[config.mk]
export PLATFORM = sky130hd
export DESIGN_NAME = hcpm_port_mux
export DESIGN_NICKNAME = d
export VERILOG_FILES = /design/src/common/hcpm_pkg.sv /design/src/hw/hcpm_eclk_div.sv /design/src/hw/hcpm_port_mux.sv
export VERILOG_INCLUDE_DIRS = /design/src /design/src/common
export SDC_FILE = /design/constraint.sdc
export NUM_CORES = 1
export LEC_CHECK = 0
export BUFFER_PORTS_ARGS = -buffer_cell sky130_fd_sc_hd__buf_2
export CAP_MARGIN = 15
export CORE_MARGIN = 2
export CORE_UTILIZATION = 42
export CTS_CLUSTER_DIAMETER = 60
export DETAILED_ROUTE_END_ITERATION = 8
export PLACE_DENSITY = 0.85
export SYNTH_ARGS = -nofsm -noshare
export SYNTH_HDL_FRONTEND = slang
export SYNTH_HIERARCHICAL = 1
export SYNTH_SLANG_ARGS = --single-unit
[constraint.sdc]
create_clock -name sys_clk_i -period 1.7 [get_ports sys_clk_i]
set_input_delay 0.51 -clock sys_clk_i [delete_from_list [all_inputs] [get_ports sys_clk_i]]
set_output_delay 0.51 -clock sys_clk_i [all_outputs]
set_load 0.1 [all_outputs]
[src/common/hcpm_map.svh]
`ifndef HCPM_MAP_SVH
`define HCPM_MAP_SVH

// E clock divider: last phase of the E period (4 sys_clk cycles), phases 0..3
`define HCPM_E_LAST_PH    2'h3
// phase at which the address latch strobe drops
`define HCPM_PH_AS_END    2'h1
// first phase with E high (data portion)
`define HCPM_PH_E_HIGH    2'h2
// phase in which port C read data is captured
`define HCPM_PH_SAMPLE    2'h3

// reset values
`define HCPM_RST_BYTE     8'h00
`define HCPM_RST_OE_N8    8'hff
`define HCPM_RST_OE_N6    6'h3f
`define HCPM_RST_RW       1'h1
`define HCPM_RST_E        1'h0

`endif

[src/common/hcpm_pkg.sv]
package hcpm_pkg;

   // operating mode, coded as {mode_select_high, mode_select_low}
   typedef enum logic [1:0] {
      HCPM_BOOT     = 2'h0,
      HCPM_TEST     = 2'h1,
      HCPM_EXPANDED = 2'h3,
      HCPM_SINGLE   = 2'h2
   } hcpm_mode_e;

   // whole state of the pin mux
   typedef struct packed {
      hcpm_mode_e  mode;
      logic [7:0]  pb;
      logic [7:0]  pc;
      logic [7:0]  pc_oe_n;
      logic [5:0]  pd;
      logic [5:0]  pd_oe_n;
      logic        as_out;
      logic        as_oe_n;
      logic        hs_rw;
      logic        e;
      logic        rd;
      logic [7:0]  wdata;
      logic [7:0]  rdata;
      logic        done;
      logic [7:0]  pc_din;
      logic [7:0]  pc_latch;
      logic        latch_flag;
      logic        edge_prev;
      logic        hs_pulse;
      logic [5:0]  pd_din;
      logic [7:0]  pe;
   } hcpm_state_s;

   // true when the pins take the expansion bus assignment
   function automatic logic hcpm_is_expanded(hcpm_mode_e m);
      return m[0];
   endfunction

endpackage

[src/hw/hcpm_eclk_div.sv]
`timescale 1ns/1ns
`include "hcpm_map.svh"

module hcpm_eclk_div
   import hcpm_pkg::*;
(
   input  wire logic       sys_clk_i,  // system clock
   input  wire logic       reset_i,    // sync reset, active high
   output logic      [1:0] ph_o,       // E cycle phase
   output logic            last_o      // pulse in the last phase
);

   typedef struct packed {
      logic [1:0] ph;
      logic       last;
   } hcpm_div_s;

   hcpm_div_s s_r;
   hcpm_div_s s_nxt;

   ////////////////////////////////////////////////////////////////////
   // phase counter, one step per system clock
   always_comb
   begin
      s_nxt = s_r;
      if (reset_i)
      begin
         s_nxt.ph   = 2'h0;
         s_nxt.last = 1'b0;
      end
      else
      begin
         s_nxt.ph   = (s_r.ph == `HCPM_E_LAST_PH) ? 2'h0 : s_r.ph + 2'h1;
         s_nxt.last = (s_nxt.ph == `HCPM_E_LAST_PH);
      end
   end

   // state register
   always_ff @(posedge sys_clk_i)
   begin
      s_r <= s_nxt;
   end

   assign ph_o   = s_r.ph;
   assign last_o = s_r.last;

endmodule

[src/hw/hcpm_port_mux.sv]
`timescale 1ns/1ns
`include "hcpm_map.svh"


module hcpm_port_mux
   import hcpm_pkg::*;
(
   input  wire logic        sys_clk_i,          // 25 MHz clock
   input  wire logic        reset_i,            // sync reset, high
   input  wire logic        mode_select_low_i,  // mode strap, low bit
   input  wire logic        mode_select_high_i, // mode strap, high bit
   output logic      [1:0]  mode_o,             // latched mode
   output logic             e_clk_o,            // E clock pin
   // core side, parallel I/O
   input  wire logic [7:0]  pb_dout_i,          // port B output data
   input  wire logic        pb_wr_i,            // port B write pulse
   input  wire logic [7:0]  pc_dout_i,          // port C output data
   input  wire logic [7:0]  pc_ddr_i,           // port C dir, 1 = out
   output logic      [7:0]  pc_din_o,           // port C pin levels
   output logic      [7:0]  pc_latch_o,         // strobed port C data
   output logic             latch_flag_o,       // strobe seen flag
   input  wire logic        flag_clr_i,         // clear flag pulse
   input  wire logic        edge_pol_i,         // 1 = rising edge
   input  wire logic        hs_full_i,          // full handshake mode
   input  wire logic        hs_pol_i,           // 1 = strobe active hi
   // core side, expansion bus
   input  wire logic [15:0] bus_addr_i,         // cycle address
   input  wire logic        bus_rd_i,           // 1 = read cycle
   input  wire logic [7:0]  bus_wdata_i,        // write data
   output logic      [7:0]  bus_rdata_o,        // read data
   output logic             bus_done_o,         // cycle end pulse
   // core side, port D and serial units
   input  wire logic [5:0]  pd_dout_i,          // port D output data
   input  wire logic [5:0]  pd_ddr_i,           // port D dir, 1 = out
   input  wire logic        pd_wor_i,           // wired-or outputs
   output logic      [5:0]  pd_din_o,           // port D pin levels
   input  wire logic        async_serial_en_i,  // serial unit enable
   input  wire logic        async_serial_txd_i, // serial transmit data
   input  wire logic        spi_en_i,           // SPI enable
   input  wire logic        spi_master_i,       // SPI master select
   input  wire logic        spi_miso_i,         // slave out data
   input  wire logic        spi_mosi_i,         // master out data
   input  wire logic        spi_sck_i,          // master clock out
   // core side, port E
   output logic      [7:0]  pe_din_o,           // port E levels
   // pins
   output logic      [7:0]  pb_o,               // port B drive
   input  wire logic [7:0]  pc_i,               // port C pin in
   output logic      [7:0]  pc_o,               // port C drive
   output logic      [7:0]  pc_oe_n_o,          // port C enable, low
   input  wire logic [5:0]  pd_i,               // port D pin in
   output logic      [5:0]  pd_o,               // port D drive
   output logic      [5:0]  pd_oe_n_o,          // port D enable, low
   input  wire logic        edge_strobe_i,      // edge strobe input
   output logic             addr_strobe_o,      // address latch strobe
   output logic             addr_strobe_oe_n_o, // strobe A enable, low
   output logic             hs_strobe_rw_o,     // handshake strobe / R/W
   input  wire logic [7:0]  pe_i                // port E pin in
);

   hcpm_state_s s_r;
   hcpm_state_s s_nxt;
   logic [1:0]  ph;
   logic        ph_last;

   ////////////////////////////////////////////////////////////////////
   // E clock phase divider
   hcpm_eclk_div u_div
   (
      .sys_clk_i (sys_clk_i),
      .reset_i   (reset_i),
      .ph_o      (ph),
      .last_o    (ph_last)
   );

   ////////////////////////////////////////////////////////////////////
   // next-state logic
   always_comb
   begin
      logic [1:0] np;
      logic       exp_m;
      logic       edge_hit;
      logic       hs_lvl;
      logic [5:0] drv;
      logic [5:0] val;
      np        = 2'h0;
      exp_m     = 1'b0;
      edge_hit  = 1'b0;
      hs_lvl    = 1'b0;
      drv       = 6'h00;
      val       = 6'h00;
      s_nxt     = s_r;
      s_nxt.done = 1'b0;
      if (reset_i)
      begin
         s_nxt.mode = hcpm_mode_e'({mode_select_high_i, mode_select_low_i});
         s_nxt.pb         = `HCPM_RST_BYTE;
         s_nxt.pc         = `HCPM_RST_BYTE;
         s_nxt.pc_oe_n    = `HCPM_RST_OE_N8;
         s_nxt.pd         = 6'h00;
         s_nxt.pd_oe_n    = `HCPM_RST_OE_N6;
         s_nxt.as_out     = 1'b0;
         s_nxt.as_oe_n    = 1'b1;
         s_nxt.hs_rw      = `HCPM_RST_RW;
         s_nxt.e          = `HCPM_RST_E;
         s_nxt.rd         = `HCPM_RST_RW;
         s_nxt.wdata      = `HCPM_RST_BYTE;
         s_nxt.rdata      = `HCPM_RST_BYTE;
         s_nxt.pc_din     = `HCPM_RST_BYTE;
         s_nxt.pc_latch   = `HCPM_RST_BYTE;
         s_nxt.latch_flag = 1'b0;
         // follow the pin so release brings no false edge
         s_nxt.edge_prev  = edge_strobe_i;
         s_nxt.hs_pulse   = 1'b0;
         s_nxt.pd_din     = 6'h00;
         s_nxt.pe         = `HCPM_RST_BYTE;
      end
      else
      begin
         np    = (ph == `HCPM_E_LAST_PH) ? 2'h0 : ph + 2'h1;
         // boot and test follow single-chip and expanded pins
         exp_m = hcpm_is_expanded(s_r.mode);
         s_nxt.e = (np >= `HCPM_PH_E_HIGH);
         s_nxt.pc_din = pc_i;
         // port E sampled only, never driven
         s_nxt.pe = pe_i;
         s_nxt.pd_din = pd_i;

         if (exp_m)
         begin
            // B, C, strobe A and strobe B form the bus
            s_nxt.as_oe_n = 1'b0;
            s_nxt.hs_pulse = 1'b0;
            s_nxt.latch_flag = 1'b0;
            if (np == 2'h0)
            begin
               // every E cycle is a visible bus cycle
               // full 16-bit address, internal or not
               s_nxt.pb      = bus_addr_i[15:8];
               s_nxt.pc      = bus_addr_i[7:0];
               s_nxt.pc_oe_n = 8'h00;
               s_nxt.as_out  = 1'b1;
               s_nxt.rd      = bus_rd_i;
               s_nxt.wdata   = bus_wdata_i;
               // direction, stays low over back-to-back writes
               s_nxt.hs_rw   = bus_rd_i;
            end
            else if (np == `HCPM_PH_AS_END)
            begin
               // strobe falls while low address still stands
               s_nxt.as_out = 1'b0;
            end
            else if (np == `HCPM_PH_E_HIGH)
            begin
               // data portion, driven only on writes
               s_nxt.pc      = s_r.wdata;
               s_nxt.pc_oe_n = {8{s_r.rd}};
            end
            // read data taken at end of E high
            if (ph == `HCPM_PH_SAMPLE)
            begin
               if (s_r.rd)
               begin
                  s_nxt.rdata = pc_i;
               end
               s_nxt.done = 1'b1;
            end
         end
         else
         begin
            // no external bus, pins serve as plain I/O
            s_nxt.pb      = pb_dout_i;
            s_nxt.pc      = pc_dout_i;
            s_nxt.pc_oe_n = ~pc_ddr_i;
            s_nxt.as_out  = 1'b0;
            s_nxt.as_oe_n = 1'b1;
            s_nxt.edge_prev = edge_strobe_i;
            // selected edge of strobe A latches port C
            edge_hit = edge_pol_i ? (edge_strobe_i & ~s_r.edge_prev)
                                  : (~edge_strobe_i & s_r.edge_prev);
            if (edge_hit)
            begin
               s_nxt.pc_latch = pc_i;
            end
            // flag set wins over a clear in the same cycle
            s_nxt.latch_flag = edge_hit | (s_r.latch_flag & ~flag_clr_i);
            // strobed output: pulse from a port B write to the end of that E period
            if (pb_wr_i)
            begin
               s_nxt.hs_pulse = 1'b1;
            end
            else if (ph_last)
            begin
               s_nxt.hs_pulse = 1'b0;
            end
            // full handshake: ready while no latched data
            hs_lvl = hs_full_i ? ~s_nxt.latch_flag : s_nxt.hs_pulse;
            s_nxt.hs_rw = hs_pol_i ? hs_lvl : ~hs_lvl;
         end

         // port D mapping independent of mode
         drv = pd_ddr_i;
         val = pd_dout_i;
         // serial unit takes bits 0 and 1
         if (async_serial_en_i)
         begin
            drv[0] = 1'b0;
            drv[1] = 1'b1;
            val[1] = async_serial_txd_i;
         end
         // SPI takes bits 2 to 5, slave select always input
         if (spi_en_i)
         begin
            drv[2] = ~spi_master_i & ~pd_i[5];
            val[2] = spi_miso_i;
            drv[3] = spi_master_i;
            val[3] = spi_mosi_i;
            drv[4] = spi_master_i;
            val[4] = spi_sck_i;
            drv[5] = 1'b0;
         end
         // wired-or option releases high levels
         for (int i = 0; i < 6; i++)
         begin
            s_nxt.pd[i]      = val[i];
            s_nxt.pd_oe_n[i] = ~(drv[i] & ~(pd_wor_i & val[i]));
         end
      end
   end

   ////////////////////////////////////////////////////////////////////
   // state register
   always_ff @(posedge sys_clk_i)
   begin
      s_r <= s_nxt;
   end

   ////////////////////////////////////////////////////////////////////
   // outputs, all straight from the state register
   assign mode_o         = s_r.mode;
   assign e_clk_o        = s_r.e;
   assign pc_din_o       = s_r.pc_din;
   assign pc_latch_o     = s_r.pc_latch;
   assign latch_flag_o   = s_r.latch_flag;
   assign bus_rdata_o    = s_r.rdata;
   assign bus_done_o     = s_r.done;
   assign pd_din_o       = s_r.pd_din;
   assign pe_din_o       = s_r.pe;
   // high address on port B in expanded modes
   assign pb_o           = s_r.pb;
   // low address or data on port C
   assign pc_o           = s_r.pc;
   assign pc_oe_n_o      = s_r.pc_oe_n;
   assign pd_o           = s_r.pd;
   assign pd_oe_n_o      = s_r.pd_oe_n;
   assign addr_strobe_o      = s_r.as_out;
   assign addr_strobe_oe_n_o = s_r.as_oe_n;
   assign hs_strobe_rw_o     = s_r.hs_rw;

endmodule

# After elaboration in Yosys (flattened, before gate mapping)
# Index checks and enable logic that the tools add are counted.
classes:
  eq_ne: 8
  bitwise: 38
  reduce_logical: 8
  mux: 29
  n_lt_le_gt_ge: 1
  add_sub_neg: 1
op_table:
  columns: ["op", "n"]
  rows:
  - ["16-bit two-way mux", 4]
  - ["24-bit two-way mux", 1]
  - ["1-bit NOT", 20]
  - ["1-bit AND", 16]
  - ["1-bit two-way mux", 15]
  - ["2-bit two-way mux", 4]
  - ["4-bit two-way mux", 2]
  - ["8-bit two-way mux", 1]
  - ["8-bit NOT", 1]
  - ["2-bit equality test, second input constant", 3]
  - ["3-bit two-way mux", 2]
  - ["2-bit AND reduction", 3]
  - ["2-bit OR reduction", 2]
  - ["3-bit by 1-bit != test with 1-bit output, second input constant", 1]
  - ["3-bit != test, second input constant", 1]
  - ["3-bit AND reduction", 1]
  - ["2-bit by 1-bit adder with 2-bit output, second input constant", 1]
  - ["2-bit by 1-bit equality test with 1-bit output, second input constant", 1]
  - ["2-bit greater-or-equal comparator, second input constant", 1]
  - ["2-bit logical NOT", 1]
  - ["2-bit by 1-bit != test with 1-bit output, second input constant", 1]
  - ["2-bit != test, second input constant", 1]
  - ["2-bit nonzero test", 1]
  - ["1-bit OR", 1]
totals:
  out_inout_bits: 82
  wordCells: 108
  in_bits: 101
  register_bits: 96

# Depth between registers and ports, before layout
logic_depth:
  ltp_word: 9
  ltp_mapped: 6

# Hierarchy
# The synthesis kept the hierarchy.
modules_own_cells:
  columns: ["module", "cells_each", "n_inst", "seq_area_each_um2", "area_per_inst_um2"]
  rows:
  - ["hcpm_port_mux", 420, 1, 1891.8, 3925.0]
  - ["hcpm_eclk_div", 9, 1, 60.1, 108.9]

# Worst setup path before layout
# Ideal clock, no wire load.
synth_path:
  path_type: "flip-flop to flip-flop"
  start: "reg s_r (netlist bit latch_flag_o)"
  end: "reg s_r (netlist bit hs_strobe_rw_o)"
  setup_slack_ps: 89
  required_time_ps: 1613
  path_stages_with_launch: 5
  setup_ps: 87
  arrival_ps: 1524
  cell_sequence: "dfxtp_1 > nand2b_1 > a31oi_1 > nor3_1 > o31ai_1"
synth_between:
  elab_chain_cells: 7
synth_rtl:
  columns: ["element", "line_no", "rtl"]
  rows:
  - ["start: declaration", "hcpm_port_mux.sv:61", "hcpm_state_s s_r;"]
  - ["start signal: assignment", "hcpm_port_mux.sv:235", "s_r <= s_nxt;"]
  - ["1-bit AND *", "hcpm_port_mux.sv:186", "s_nxt.latch_flag = edge_hit | (s_r.latch_flag & ~flag_clr_i);"]
  - ["1-bit OR *", "hcpm_port_mux.sv:186", null]
  - ["1-bit NOT *", "hcpm_port_mux.sv:197", "hs_lvl = hs_full_i ? ~s_nxt.latch_flag : s_nxt.hs_pulse;"]
  - ["1-bit two-way mux *", "hcpm_port_mux.sv:197", null]
  - ["1-bit NOT", "hcpm_port_mux.sv:198", "s_nxt.hs_rw = hs_pol_i ? hs_lvl : ~hs_lvl;"]
  - ["1-bit two-way mux *", "hcpm_port_mux.sv:198", null]
  - ["2-bit two-way mux *", "hcpm_port_mux.sv:129", "if (exp_m)"]
# Every way passes the cells marked *; elsewhere a longest branch is shown, timed or not.
# A chain may end at the register's enable or synchronous reset.

# Final worst setup path
layout_path:
  start: "reg s_r (netlist bit bus_rdata_o[5])"
  end: "out bus_rdata_o[5]"
layout_rtl:
  columns: ["element", "line_no", "rtl"]
  rows:
  - ["end: declaration", "hcpm_port_mux.sv:30", "output logic [7:0] bus_rdata_o,"]
# No word-level cell between the ends.

==> summary.md <==
| Metric | Value |
|---|---|
| Drt via density | 4.72 |
| Synth top area share | 0.462 |
| ANT cells | 0 |
| Family with the most delay on the worst path | buffers and inverters |
| Setup crit start kind | flop |
| Crit end category | primary output |
| Syn Area/Cell | 9.40 µm² |
| DR iter-0 viols | 95 |
| Critical path class | flop to primary output |
| Status | complete, no violations |
| Layout cell share with drive strength beyond 1 | 0.400 |
| CP Data Required Time | 1.19 ns |
| Final WL | 9090 µm |
| Core area | 0.00928 mm² |
| Pins Over Slew Limit | 0 |
| Routed Antenna Nets | 0 |
| First-pass GRT wire length | 14000 µm |
| Placement Setup Slack | -0.0740 ns |
| Area growth syn-to-layout | 20.2% |
| EDFF count, synth | 3 |
| GR Overflow Total | 0 |
| Synth top cells by count | 93 x dfxtp_1, 77 x buf_4, 44 x nor2_1 |
| Least-Margin Pin Slew | between 0.5 and 0.6 ns |
| CP max-delay cell | buf_2 |
| Register area share after synthesis | 0.484 |
| Worst-Skew Late Latency | 0.35 ns |
| Syn nets | 533 |
| Clk sinks | 96 |
| Maximum vdd drop | 0.527 mV |
| Setup TNS | 0 ns |
| CTS root buffer | clkbuf_8 |
| Placed cell count | 655 |
| Die width | between 100 and 150 µm |
| Fillers | about 850 |
| Clock Tree Buf Depth | 2 |
| Antenna violations before repair | 0 |
| Synth Cell Area | a little over 0.004 mm² |
| FF+latch count, synth | 96 |
| Synth area leader | dfxtp_1 |
| Input/output buffers | 182 |
| Final hold violation count | 0 |
| DR vias | ~3200 |
| Die area | 0.0104 mm² |
| Remaining DRCs | 0 |
| Async set-or-reset flop fraction in the synthesized netlist | 0 |
| Largest net degree at the start of global routing | 29 |
| # setup viols final | 0 |
| Final Skew | 0.0115 ns |
| Register Area | 0.00195 mm² |
| Clock slew at reported path FFs | 0.10 ns |
| Critical path peak fanout | 2 |
| I/O pin count | 183 |
| Post-Syn Instances | 429 |
| Peak Freq | 605 MHz |
| Final worst slack | about 0.047 ns |
| Fin crit period | 1.65 ns |
| Tcrit/Tclk final | 0.972 |
| Unique masters post-synth | 32 |
| Crit path cell chain | buf_2 |
| Area of the multi-input gates | 0.00140 mm² |
| Die height | approximately 100 µm |
| Inserted Clock Buffers | 9 |
| Synth warn | 6 |
| CTS tree | yes |
| P_leak | approximately 2.2 nW |
| Vias in the first global route | 3066 |
| Maxcap violations | 0 |
| Pwr dens | 1150 mW/mm² |
| Hpwl dp | 6930 µm |
| Initial Utilization | 0.435 |
| Pre-antenna DRT Iters | 6 |
| Count leader, synth | dfxtp_1 |
| Bufs and invs on worst path | 1 |
| NumNets Final | 642 |
| Critical Path AT | 1.14 ns |
| Gpl congestion | slightly above 0.8 |
| Rows | 35 |
| GRT Total Usage | 0.171 |
| WL/cell | 13.5 µm |
| RSZ-0062 raised after global routing | no |
| Hold crit path type | input pin to flop |
| Top FF cell, synth | dfxtp_1 |
| Htree depth | 3 |
| Synth top area cells | dfxtp_1 46%, buf_4 14%, mux2i_1 9.2% |
| Max-Slew Margin vs Limit | 0.668 |
| Layout Cells excl Fill | around 670 |
| Worst stage delay on the critical path | 0.44 ns |
==> where the power goes <==
group	total [mW]	switching (mW)	internal [mW]
Combinational	1.59	1.23	0.363
Clock	1.50	0.850	0.651
Sequential	2.46	0.0639	2.40
Total	5.55	2.14	3.41
==> per-stage QoR <==
stage | util | power [mW] | hold slack [ns] | cell area (µm²)
2_1_floorplan | - | 3.89 | 0.436 | 4030
3_3_place_gp | 0.495 | 4.06 | 0.441 | 4600
3_5_place_dp | 0.495 | 4.10 | 0.443 | 4600
4_1_cts | 0.518 | 5.62 | 0.300 | 4810
5_1_grt | 0.522 | 5.80 | 0.296 | 4850
6_report | 0.522 | 5.55 | 0.325 | 4850
==> metal layers <==
layer	global-route usage	wire (µm)
met2	0.315	4610
met3	0.0417	605
met1	0.188	3720
met4	0.0728	155
met5	0	0
==> cells by family (layout without fill, tap and decap cells) <==
group	Yosys count	after routing	share of synthesized area
AND/OR/NAND/NOR	134	134	0.154
buffers and inverters	103	217	0.169
flip-flops	96	96	0.484
AO/OA/AOI/OAI	55	55	0.0887
multiplexers	38	38	0.0946
adder cells (fa/ha/maj)	3	3	0.00931
==> worst paths after layout <==
path                     start             end  slack, ns  cells after the start
max reg2reg          mode_o[0]  bus_rdata_o[5]       0.21                      5
max             bus_rdata_o[5]  bus_rdata_o[5]       0.05                      1
min          mode_select_low_i       mode_o[0]       0.33                      1
min reg2reg     bus_rdata_o[2]  bus_rdata_o[2]       0.46                      2
==> registers in the layout, indices dropped and copies added, names as in the netlist, 2 cells and up <==
signal	flops
mode_o	2
u_div/ph_o	2
pd_din_o	6
s_r	11
pc_din_o	8
pc_oe_n_o	8
pc_o	8
bus_rdata_o	8
pc_latch_o	8
pd_oe_n_o	6
pd_o	6
pe_din_o	8
pb_o	8
==> repair_timing <==
| action | 4_1_cts | 5_1_grt |
|---|---|---|
| endpoints found under the setup margin | 1 | 14 |
| setup buffers | 1 | 0 |
| resized for setup | 0 | 14 |
| endpoints found under the hold margin | 0 | 0 |
| hold buffers | 0 | 0 |
==> final cells by class <==
type	instances	share of cell area
Sequential cell	96	0.403
Multi-Input combinational cell	230	0.289
Timing Repair Buffer	197	0.229
Tap cell	129	0.0333
Clock buffer	10	0.0307
Clock inverter	6	0.0124
Inverter	4	0.00310
==> cell usage in the layout, fill, tap and decap left out, drive strengths merged, types with 2 or more instances in the layout <==
cell      count
a211oi        8
a21oi        29
buf         183
clkbuf       24
clkinv        2
clkinvlp      2
dfxtp        93
edfxtp        3
ha            3
inv           6
mux2i        37
nand2        40
nand2b        5
nand3        10
nand3b        2
nor2         44
nor2b        27
nor3          4
o21ai         3
o221ai        8
(Power assumes the default switching activity.)
